==> config.mk <==
export PLATFORM = sky130hd
export DESIGN_NAME = tnc_top
export DESIGN_NICKNAME = d
export VERILOG_FILES = /design/src/hw/tnc_pkg.sv /design/src/hw/tnc_stream_if.sv /design/src/hw/tnc_buf2.sv /design/src/hw/tnc_ted.sv /design/src/hw/tnc_top.sv
export VERILOG_INCLUDE_DIRS = /design/src /design/src/hw
export SDC_FILE = /design/constraint.sdc
export NUM_CORES = 1
export LEC_CHECK = 0
export BUFFER_PORTS_ARGS = -buffer_cell sky130_fd_sc_hd__buf_2
export CAP_MARGIN = 0
export CELL_PAD_IN_SITES_DETAIL_PLACEMENT = 1
export CELL_PAD_IN_SITES_GLOBAL_PLACEMENT = 2
export CORE_MARGIN = 1
export CORE_UTILIZATION = 36
export DETAILED_ROUTE_END_ITERATION = 16
export HOLD_SLACK_MARGIN = 0.12
export PLACE_DENSITY = 0.73
export REMOVE_ABC_BUFFERS = 1
export SLEW_MARGIN = 20
export SYNTH_ARGS = -nofsm -noshare
export SYNTH_HDL_FRONTEND = slang
export SYNTH_SLANG_ARGS = --single-unit
==> constraint.sdc <==
create_clock -name clk_sys -period 3.2 [get_ports clk_sys]
set_input_delay 0.16 -clock clk_sys [delete_from_list [all_inputs] [get_ports clk_sys]]
set_output_delay 0.16 -clock clk_sys [all_outputs]
set_load 0.01 [all_outputs]
==> src/hw/tnc_defines.svh <==
/*
  Offsets, field positions, reset values and cycle counts of the timing
  oscillator and timing error block. Assumes byte addresses equal four
  times the register index.
*/
`ifndef TNC_DEFINES_SVH
`define TNC_DEFINES_SVH
`define TNC_IDX_CTRL 6'h0b
`define TNC_IDX_CFREQ 6'h0c
`define TNC_IDX_POFS 6'h0d
`define TNC_IDX_FSTB 6'h0e
`define TNC_IDX_PSTB 6'h0f
`define TNC_IDX_RMODE 6'h10
`define TNC_IDX_STAT 6'h11
`define TNC_IDX_DIV 6'h12
`define TNC_IDX_TERR 6'h13
`define TNC_CTRL_LOAD 0
`define TNC_CTRL_CLR 1
`define TNC_CTRL_OFS_EN 2
`define TNC_CTRL_OFSW_LO 3
`define TNC_CTRL_SYNC_EN 5
`define TNC_DIV_REF_LO 0
`define TNC_DIV_NCO_LO 16
`define TNC_RST_WORD 32'h0000_0000
`define TNC_CYC_BYPASS 5'h00
`define TNC_CYC_POLY 5'h06
`define TNC_CYC_POLY_HB1 5'h0d
`define TNC_CYC_POLY_HB2 5'h17
`define TNC_CYC_HB1 5'h07
`define TNC_CYC_HB2 5'h11
`define TNC_TE_BITS 5'h10
`endif

==> src/hw/tnc_pkg.sv <==
/*
  Types shared by the timing oscillator block. Assumes nothing.
*/
package tnc_pkg;
  typedef enum logic [2:0] {
    TNC_RM_BYPASS = 3'b000,
    TNC_RM_POLY = 3'b001,
    TNC_RM_POLY_HB1 = 3'b010,
    TNC_RM_POLY_HB2 = 3'b011,
    TNC_RM_HB1 = 3'b100,
    TNC_RM_HB2 = 3'b101
  } tnc_rmode_t;
  typedef enum logic [1:0] {
    TNC_ST_IDLE = 2'b00,
    TNC_ST_CALC = 2'b01,
    TNC_ST_EMIT = 2'b10
  } tnc_state_t;
endpackage : tnc_pkg

==> src/hw/tnc_stream_if.sv <==
/*
  Valid/ready carrier between the resampler sequencer and its buffer.
  Assumes one clock for both ends.
*/
`timescale 1ns/10ps
`default_nettype none
interface tnc_stream_if;
  logic valid;
  logic ready;
  logic [23:0] data;
  modport src (output valid, output data, input ready);
  modport snk (input valid, input data, output ready);
endinterface : tnc_stream_if
`default_nettype wire

==> src/hw/tnc_buf2.sv <==
/*
  Two-entry buffer on the resampled sample path. Assumes a valid/ready
  source on the interface side and a sink that may stall.
*/
`timescale 1ns/10ps
`default_nettype none
module tnc_buf2
  import tnc_pkg::*;
(
  input wire logic clk_sys,
  input wire logic arst_n,
  tnc_stream_if.snk in_s,
  output logic out_valid,
  output logic [23:0] out_data,
  input wire logic out_ready
);
  logic [23:0] mem_r [2];
  logic rd_r;
  logic wr_r;
  logic [1:0] cnt_r;
  logic push;
  logic pop;

  assign in_s.ready = (cnt_r != 2'h2);
  assign out_valid = (cnt_r != 2'h0);
  assign out_data = mem_r[rd_r];
  assign push = in_s.valid & in_s.ready;
  assign pop = out_valid & out_ready;

  always_ff @(posedge clk_sys or negedge arst_n)
  begin
    if (!arst_n)
    begin
      mem_r[0] <= 24'h00_0000;
      mem_r[1] <= 24'h00_0000;
    end
    else if (push)
      mem_r[wr_r] <= in_s.data;
  end

  always_ff @(posedge clk_sys or negedge arst_n)
  begin
    if (!arst_n)
    begin
      rd_r <= 1'b0;
      wr_r <= 1'b0;
      cnt_r <= 2'h0;
    end
    else
    begin
      if (push)
        wr_r <= ~wr_r;
      if (pop)
        rd_r <= ~rd_r;
      cnt_r <= cnt_r + {1'b0, push} - {1'b0, pop};
    end
  end
endmodule : tnc_buf2
`default_nettype wire

==> src/hw/tnc_ted.sv <==
/*
  Timing error detector: two preloaded down counters, one on oscillator
  carries, one on reference clock rising edges, plus serial output.
  Assumes the reference clock level is synchronous to clk_sys.
*/
`timescale 1ns/10ps
`default_nettype none
`include "tnc_defines.svh"
module tnc_ted
  import tnc_pkg::*;
(
  input wire logic clk_sys,
  input wire logic arst_n,
  input wire logic nco_tick,
  input wire logic ref_lvl,
  input wire logic [11:0] nco_div,
  input wire logic [11:0] ref_div,
  output logic [15:0] te_val,
  output logic te_sdata,
  output logic te_sframe
);
  logic ref_prev_r;
  logic [11:0] nco_cnt_r;
  logic [11:0] ref_cnt_r;
  logic [15:0] te_r;
  logic [15:0] sh_r;
  logic [4:0] bits_r;
  logic ref_tick;
  logic ref_term;

  assign ref_tick = ref_lvl & ~ref_prev_r;
  assign ref_term = ref_tick && (ref_cnt_r == 12'h000);
  assign te_val = te_r;
  assign te_sdata = sh_r[15];
  assign te_sframe = (bits_r != 5'h00);

  always_ff @(posedge clk_sys or negedge arst_n)
  begin
    if (!arst_n)
      ref_prev_r <= 1'b0;
    else
      ref_prev_r <= ref_lvl;
  end

  // Counters reload at terminal count rather than wrapping freely
  always_ff @(posedge clk_sys or negedge arst_n)
  begin
    if (!arst_n)
    begin
      nco_cnt_r <= 12'h000;
      ref_cnt_r <= 12'h000;
    end
    else
    begin
      if (nco_tick)
        nco_cnt_r <= (nco_cnt_r == 12'h000) ? nco_div : nco_cnt_r - 12'h001;
      if (ref_tick)
        ref_cnt_r <= ref_term ? ref_div : ref_cnt_r - 12'h001;
    end
  end

  always_ff @(posedge clk_sys or negedge arst_n)
  begin
    if (!arst_n)
      te_r <= 16'h0000;
    else if (ref_term)
      te_r <= {4'h0, nco_cnt_r} - {4'h0, ref_cnt_r};
  end

  // A new sample restarts the frame; a slow reference never overlaps it
  always_ff @(posedge clk_sys or negedge arst_n)
  begin
    if (!arst_n)
    begin
      sh_r <= 16'h0000;
      bits_r <= 5'h00;
    end
    else if (ref_term)
    begin
      sh_r <= {4'h0, nco_cnt_r} - {4'h0, ref_cnt_r};
      bits_r <= `TNC_TE_BITS;
    end
    else if (bits_r != 5'h00)
    begin
      sh_r <= {sh_r[14:0], 1'b0};
      bits_r <= bits_r - 5'h01;
    end
  end
endmodule : tnc_ted
`default_nettype wire

==> src/hw/tnc_top.sv <==
/*
  Timing oscillator with register slave, serial offset input, resampler
  cycle sequencer and timing error detector. Assumes an Avalon-MM master
  with byte addresses and a synchronous reference clock level.
*/
`timescale 1ns/10ps
`default_nettype none
`include "tnc_defines.svh"
module tnc_top
  import tnc_pkg::*;
(
  input wire logic clk_sys,
  input wire logic arst_n,
  input wire logic [7:0] avs_address,
  input wire logic avs_read,
  input wire logic avs_write,
  input wire logic [31:0] avs_writedata,
  output logic [31:0] avs_readdata,
  output logic avs_waitrequest,
  input wire logic ofs_ser_en,
  input wire logic ofs_ser_data,
  input wire logic ext_sync,
  input wire logic timing_reference_clock,
  input wire logic smp_in_valid,
  input wire logic [15:0] smp_in_data,
  output logic smp_in_ready,
  output logic smp_out_valid,
  output logic [23:0] smp_out_data,
  input wire logic smp_out_ready,
  output logic nco_sample_pulse,
  output logic [7:0] nco_phase,
  output logic te_ser_data,
  output logic te_ser_frame
);
  logic ack_r;
  logic req;
  logic wr_go;
  logic [5:0] idx;
  logic [31:0] rdata_r;
  logic [31:0] ctrl_r;
  logic [31:0] cfreq_r;
  logic [7:0] pofs_r;
  logic [31:0] div_r;
  tnc_rmode_t rmode_r;
  logic fstb;
  logic pstb;
  logic [31:0] ofs_sh_r;
  logic [5:0] ofs_cnt_r;
  logic [31:0] ofs_pend_r;
  logic [5:0] ofs_width;
  logic [31:0] freq_act_r;
  logic [7:0] phase_act_r;
  logic [31:0] freq_new;
  logic [31:0] acc_r;
  logic [32:0] acc_sum;
  logic pulse_r;
  logic [7:0] phase_r;
  logic do_clr;
  logic do_sync;
  logic [15:0] te_val;
  tnc_state_t st_r;
  logic [4:0] cyc_r;
  logic [2:0] rep_r;
  logic [15:0] smp_r;
  logic pend_r;
  logic poly;
  logic take;
  logic emit;
  tnc_stream_if seq_s ();

  // Register slave answers one cycle after the request appears
  assign req = avs_read | avs_write;
  assign avs_waitrequest = req & ~ack_r;
  assign wr_go = avs_write & ack_r;
  assign idx = avs_address[7:2];
  assign avs_readdata = rdata_r;
  assign fstb = wr_go && (idx == `TNC_IDX_FSTB);
  assign pstb = wr_go && (idx == `TNC_IDX_PSTB);

  always_ff @(posedge clk_sys or negedge arst_n)
  begin
    if (!arst_n)
      ack_r <= 1'b0;
    else
      ack_r <= req & ~ack_r;
  end

  always_ff @(posedge clk_sys or negedge arst_n)
  begin
    if (!arst_n)
      rdata_r <= `TNC_RST_WORD;
    else if (avs_read && !ack_r)
    begin
      if (idx == `TNC_IDX_CTRL)
        rdata_r <= {26'h000_0000, ctrl_r[5:0]};
      else if (idx == `TNC_IDX_CFREQ)
        rdata_r <= cfreq_r;
      else if (idx == `TNC_IDX_POFS)
        rdata_r <= {24'h00_0000, pofs_r};
      else if (idx == `TNC_IDX_RMODE)
        rdata_r <= {29'h0000_0000, rmode_r};
      else if (idx == `TNC_IDX_STAT)
        rdata_r <= acc_r;
      else if (idx == `TNC_IDX_DIV)
        rdata_r <= {4'h0, div_r[27:16], 4'h0, div_r[11:0]};
      else if (idx == `TNC_IDX_TERR)
        rdata_r <= {16'h0000, te_val};
      else
        rdata_r <= `TNC_RST_WORD;
    end
  end

  always_ff @(posedge clk_sys or negedge arst_n)
  begin
    if (!arst_n)
    begin
      ctrl_r <= `TNC_RST_WORD;
      cfreq_r <= `TNC_RST_WORD;
      pofs_r <= 8'h00;
      div_r <= `TNC_RST_WORD;
      rmode_r <= TNC_RM_BYPASS;
    end
    else if (wr_go)
    begin
      if (idx == `TNC_IDX_CTRL)
        ctrl_r <= {26'h000_0000, avs_writedata[5:0]};
      else if (idx == `TNC_IDX_CFREQ)
        cfreq_r <= avs_writedata;
      else if (idx == `TNC_IDX_POFS)
        pofs_r <= avs_writedata[7:0];
      else if (idx == `TNC_IDX_DIV)
        div_r <= {4'h0, avs_writedata[27:16], 4'h0, avs_writedata[11:0]};
      else if (idx == `TNC_IDX_RMODE && avs_writedata[2:0] <= 3'h5)
        rmode_r <= tnc_rmode_t'(avs_writedata[2:0]);
    end
  end

  // Serial offset word, MSB first, left-aligned; ofs_width is the bit count less one
  assign ofs_width = {1'b0, ctrl_r[`TNC_CTRL_OFSW_LO + 1], ctrl_r[`TNC_CTRL_OFSW_LO], 3'h7};

  always_ff @(posedge clk_sys or negedge arst_n)
  begin
    if (!arst_n)
    begin
      ofs_sh_r <= `TNC_RST_WORD;
      ofs_cnt_r <= 6'h00;
      ofs_pend_r <= `TNC_RST_WORD;
    end
    else if (ofs_ser_en)
    begin
      ofs_sh_r <= {ofs_sh_r[30:0], ofs_ser_data};
      if (ofs_cnt_r == ofs_width)
      begin
        ofs_cnt_r <= 6'h00;
        ofs_pend_r <= {ofs_sh_r[30:0], ofs_ser_data} << (6'h1f - ofs_width);
      end
      else
        ofs_cnt_r <= ofs_cnt_r + 6'h01;
    end
  end

  assign freq_new = cfreq_r + (ctrl_r[`TNC_CTRL_OFS_EN] ? ofs_pend_r : `TNC_RST_WORD);

  always_ff @(posedge clk_sys or negedge arst_n)
  begin
    if (!arst_n)
    begin
      freq_act_r <= `TNC_RST_WORD;
      phase_act_r <= 8'h00;
    end
    else
    begin
      if (fstb)
        freq_act_r <= freq_new;
      if (pstb)
        phase_act_r <= pofs_r;
    end
  end

  // Accumulator only; no sine or cosine table follows it
  assign acc_sum = {1'b0, acc_r} + {1'b0, freq_act_r};
  assign do_clr = ctrl_r[`TNC_CTRL_CLR];
  assign do_sync = ctrl_r[`TNC_CTRL_SYNC_EN] & ext_sync;

  always_ff @(posedge clk_sys or negedge arst_n)
  begin
    if (!arst_n)
    begin
      acc_r <= `TNC_RST_WORD;
      pulse_r <= 1'b0;
    end
    else if (do_clr)
    begin
      acc_r <= `TNC_RST_WORD;
      pulse_r <= 1'b0;
    end
    else if (do_sync)
    begin
      acc_r <= `TNC_RST_WORD;
      pulse_r <= 1'b0;
    end
    else if (fstb && ctrl_r[`TNC_CTRL_LOAD])
    begin
      acc_r <= freq_new;
      pulse_r <= 1'b0;
    end
    else if (pstb && ctrl_r[`TNC_CTRL_LOAD])
    begin
      acc_r <= {pofs_r, 24'h00_0000};
      pulse_r <= 1'b0;
    end
    else
    begin
      acc_r <= acc_sum[31:0];
      pulse_r <= acc_sum[32];
    end
  end

  always_ff @(posedge clk_sys or negedge arst_n)
  begin
    if (!arst_n)
      phase_r <= 8'h00;
    else
      phase_r <= acc_r[31:24] + phase_act_r;
  end

  assign nco_sample_pulse = pulse_r;
  assign nco_phase = phase_r;

  // Resampler sequencer; the filter arithmetic itself is not modelled
  assign poly = (rmode_r == TNC_RM_POLY) || (rmode_r == TNC_RM_POLY_HB1)
    || (rmode_r == TNC_RM_POLY_HB2);
  assign smp_in_ready = (st_r == TNC_ST_IDLE);
  assign take = smp_in_valid & smp_in_ready;
  assign seq_s.valid = (st_r == TNC_ST_EMIT) && (!poly || pend_r);
  assign seq_s.data = {phase_r, smp_r};
  assign emit = seq_s.valid & seq_s.ready;

  always_ff @(posedge clk_sys or negedge arst_n)
  begin
    if (!arst_n)
    begin
      st_r <= TNC_ST_IDLE;
      cyc_r <= 5'h00;
      rep_r <= 3'h0;
      smp_r <= 16'h0000;
    end
    else
    begin
      case (st_r)
        TNC_ST_IDLE:
        begin
          if (take)
          begin
            smp_r <= smp_in_data;
            case (rmode_r)
              TNC_RM_POLY: cyc_r <= `TNC_CYC_POLY;
              TNC_RM_POLY_HB1: cyc_r <= `TNC_CYC_POLY_HB1;
              TNC_RM_POLY_HB2: cyc_r <= `TNC_CYC_POLY_HB2;
              TNC_RM_HB1: cyc_r <= `TNC_CYC_HB1;
              TNC_RM_HB2: cyc_r <= `TNC_CYC_HB2;
              default: cyc_r <= `TNC_CYC_BYPASS;
            endcase
            // Polyphase modes emit once per oscillator pulse, not per factor
            rep_r <= (rmode_r == TNC_RM_HB1) ? 3'h2 : (rmode_r == TNC_RM_HB2) ? 3'h4 : 3'h1;
            st_r <= (rmode_r == TNC_RM_BYPASS) ? TNC_ST_EMIT : TNC_ST_CALC;
          end
        end
        TNC_ST_CALC:
        begin
          cyc_r <= cyc_r - 5'h01;
          if (cyc_r == 5'h01)
            st_r <= TNC_ST_EMIT;
        end
        TNC_ST_EMIT:
        begin
          if (emit)
          begin
            rep_r <= rep_r - 3'h1;
            if (rep_r == 3'h1)
              st_r <= TNC_ST_IDLE;
          end
        end
        default: st_r <= TNC_ST_IDLE;
      endcase
    end
  end

  // A pulse arriving as the pending one is used is kept
  always_ff @(posedge clk_sys or negedge arst_n)
  begin
    if (!arst_n)
      pend_r <= 1'b0;
    else if (pulse_r)
      pend_r <= 1'b1;
    else if (emit && poly)
      pend_r <= 1'b0;
  end

  tnc_buf2 u_buf (
    .clk_sys(clk_sys),
    .arst_n(arst_n),
    .in_s(seq_s),
    .out_valid(smp_out_valid),
    .out_data(smp_out_data),
    .out_ready(smp_out_ready)
  );

  tnc_ted u_ted (
    .clk_sys(clk_sys),
    .arst_n(arst_n),
    .nco_tick(pulse_r),
    .ref_lvl(timing_reference_clock),
    .nco_div(div_r[`TNC_DIV_NCO_LO +: 12]),
    .ref_div(div_r[`TNC_DIV_REF_LO +: 12]),
    .te_val(te_val),
    .te_sdata(te_ser_data),
    .te_sframe(te_ser_frame)
  );
endmodule : tnc_top
`default_nettype wire

==> run_results.csv <==
group,metric,value,unit
global_routing,grt_pass1_wl,105000,um
global_routing,antenna_found_initial,0,
final_layout,final_cell_area,25800,sq um
worst_setup_path,critPathArrivalTime,3.68,ns
worst_setup_path,cp_num_buf_inv,2,
clock_tree,clkLatencyLatePin,0.60,ns
worst_setup_path,critical_path_class,"reg2reg",
sta,maxSlewViolCount,0,
worst_setup_path,worstPathMaxFanout,10,
sta,setup_viol,0,
drt,drt_iter0_markers,783,
clock_tree,cts_root_buf,"clkbuf_16",
sta,slew_headroom,47.0,%
yosys,synthFlopType,"dfrtp_1",
floorplanning,die_y,244,um
sta,finalHoldViolations,0,
sta,setup_tns,0,ns
sta,fin_hold_ws,0.174,ns
sta,min_period,3.20,ns
worst_setup_path,crit_chain,"buf_4, buf_4, and2_1, ha_4, a21oi_1, o221ai_1, a31o_1, a221o_1, a21oi_2, o21ai_2, a221oi_2, xnor2_1, a221o_1",
worst_setup_path,ff2ff_path_depth,13,
yosys,synth_top_area_share,46.7,%
floorplanning,die_area,59600,sq um
yosys,synth-seq-area-share,46.7,%
place,place_ws,-0.242,ns
yosys,ys_types,81,
outcome,status,"finished clean",
global_routing,grt_usage,22.6,%
final_layout,drive_gt1_share,26.5,%
final_layout,utilization,44.6,%
hold_path,min_to,"rmode_r[2]",
final_layout,syn2layout_area_growth,22.2,%
sta,finalClockSkew,0.0124,ns
hold_path,hp-class,"in2reg",
final_layout,nets,2490,
global_routing,grt_max_degree,81,
power_and_ir_drop,p_leak,12.3,nW
clock_tree,cts_tree,"done",
drt,dr.pass1.iters,5,
worst_setup_path,required,3.68,ns
yosys,syn-cell-area,21100,sq um
sta,period_share,99.9,%
place,gp_congestion,0.886,
floorplanning,core-area,57800,sq um
worst_setup_path,crit_family,"compound AO/OA/AOI/OAI gates",
worst_setup_path,r2r_end,"acc_r[30]",
clock_tree,clock-sinks,394,
clock_tree,cts_max_path_buffers,3,
worst_setup_path,slowest_stage,"a221o_1",
hold_path,whs_path_depth,5,
yosys,synth-seq-cells,394,
drt,drc,0,
floorplanning,initial_core_util,36.5,%
sta,rsz0062_at_grt,"yes",
drt,drt_wl_total,66700,um
global_routing,grt_pass1_vias,17944,
yosys,synth_edf_count,0,
clock_tree,cts_buffers,46,
yosys,synthArstFlopShare,100,%
drt,vias,16797,
yosys,post_synth.cell_area_avg,10.3,sq um
place,io_buffers,133,
run,drv_cap,0,
sta,max_freq,0.313,GHz
yosys,synthCells,2058,
drt,antenna_left,0,
yosys,synth_most_common_cell,"dfrtp_1",
yosys,synthTopCellsByArea,"dfrtp_1 (47%), mux2_2 (12%), ha_1 (5.7%)",
worst_setup_path,cpPeakStageDelay,0.38,ns
hold_path,min_from,"avs_address[7]",
clock_tree,cts-htree-levels,2,
worst_setup_path,start_kind,"flop",
sta,tightestPinTransition,0.789,ns
power_and_ir_drop,vdd_drop_max,0.000465,V
worst_setup_path,r2r_setup_slack,0.002,ns
sta,worst_slack,0.00179,ns
floorplanning,die_width,244,um
yosys,ys_warn_count,0,
yosys,yosys.area.top_type,"dfrtp_1",
global_routing,overflow,0,
place,placed_cell_area,23300,sq um
worst_setup_path,rr_startpoint,"ctrl_r[2]",
yosys,ys_top_cells_by_count,"dfrtp_1 (394), nand2_1 (280), mux2_2 (227)",
drt,routed_via_density,5.37,
clock_tree,clk_pin_slew,0.06,ns
place,hpwlAfterDp,50200,um
worst_setup_path,crit_path_end_kind,"flop",
floorplanning,ios,136,
floorplanning,rows,88,
drt,wl_per_cell,21.3,um
power_and_ir_drop,powerDensity,679,nW/um^2
registers in the layout, indices dropped and copies added (netlist names), 12 cells and up:
signal           cells
acc_r               32
avs_readdata        32
u_ted.nco_cnt_r     12
ofs_sh_r            31
smp_r               16
u_ted.te_val        13
u_ted.sh_r          16
cfreq_r             32
ofs_pend_r          32
div_r               24
freq_act_r          32
u_buf.mem_r         48
u_ted.ref_cnt_r     12
logic make-up after synthesis:
logic type,count (synthesis),synth area share (%)
simple gates,582,12.6
buf+inv,153,2.82
compound gates,491,14.8
fa+ha+maj,100,6.07
xor+xnor,86,3.57
flops,394,46.7
mux,252,13.5
tightest hold or removal path, delay by kind of cell:
family,cells,cell delay (ns)
and+or+nand+nor,4,0.48
buffers and inverters,1,0.10
area by class of cell:
cell class / count / area (sq um)
diodes: 3 / 7.51
clock buffers: 68 / 1330
clock inverters: 17 / 229
fillers: 6430 / 32000
inverters: 60 / 225
multi-input cells: 1511 / 11000
flip-flops and latches: 394 / 9860
well taps: 765 / 957
repair buffers: 311 / 2200
per-layer routing:
layer	up-vias	wire length [um]	track usage (%)	part of all wire, %
li1	7903	-	-	-
met1	8523	30200	29.8	45
met2	263	32000	38.4	48
met3	108	2330	3.11	3.5
met4	0	2110	6.99	3.2
met5	-	0	0	0
metrics by stage:
| step | cells | power (W) |
|---|---|---|
| after floorplan | 1965 | 0.0101 |
| after global placement | 2973 | 0.0118 |
| after detailed placement | 2973 | 0.0120 |
| after CTS | 3121 | 0.0177 |
| after global routing | 3126 | 0.0186 |
| final | 3129 | 0.0175 |
power by group:
group | switching (W) | internal [W]
clock | 0.00222 | 0.00323
combinational | 0.00253 | 0.00234
sequential | 0.00103 | 0.00617
total | 0.00577 | 0.0117
cells in the final DEF, fill, tap and decap left out, types with 6 or more instances in the layout:
| cell type | count |
|---|---|
| xor2_1 | 29 |
| a21o_1 | 35 |
| and3_1 | 6 |
| nand4_1 | 9 |
| a21oi_1 | 118 |
| a222oi_1 | 12 |
| a22oi_1 | 16 |
| nor2b_1 | 12 |
| mux2i_1 | 22 |
| o211ai_1 | 20 |
| inv_1 | 58 |
| a221oi_1 | 12 |
| buf_2 | 132 |
| nand3_1 | 34 |
| clkinv_2 | 10 |
| ha_4 | 6 |
| a31oi_1 | 9 |
| o21ai_0 | 137 |
| mux2_2 | 226 |
| clkbuf_8 | 10 |
| a211oi_1 | 12 |
| nand2_1 | 280 |
| nor3_1 | 21 |
| clkbuf_16 | 46 |
| o21ai_1 | 11 |
| dlygate4sd3_1 | 57 |
| clkbuf_1 | 12 |
| xnor2_1 | 51 |
| o31ai_1 | 8 |
| buf_4 | 117 |
| or3_1 | 10 |
| a22o_1 | 15 |
| dfrtp_1 | 394 |
| nor4_1 | 6 |
| nor2_1 | 104 |
| and2_1 | 46 |
| o21bai_1 | 9 |
| o22ai_1 | 14 |
| ha_1 | 85 |
| nand2b_1 | 19 |
how the worst max path moves through the flow:
stage	cells after the start	slack [ns]	end	start
floorplan	6	-1.06	u_ted.sh_r[10]	u_ted.bits_r[0]
global placement	14	-0.15	acc_r[29]	ctrl_r[2]
detailed placement	14	-0.24	acc_r[29]	ctrl_r[2]
CTS	13	-0.11	acc_r[30]	acc_r[0]
global route	13	-0.15	acc_r[30]	freq_act_r[0]
finish	13	0.002	acc_r[30]	ctrl_r[2]
what timing repair did:
item,in CTS,in global routing
gates resized for setup,21,43
setup buffers,6,5
hold buffers,57,0
pin swaps,17,23
setup endpoints to repair,14,21
endpoints found under the hold margin,245,0
(Power assumes the default switching activity.)
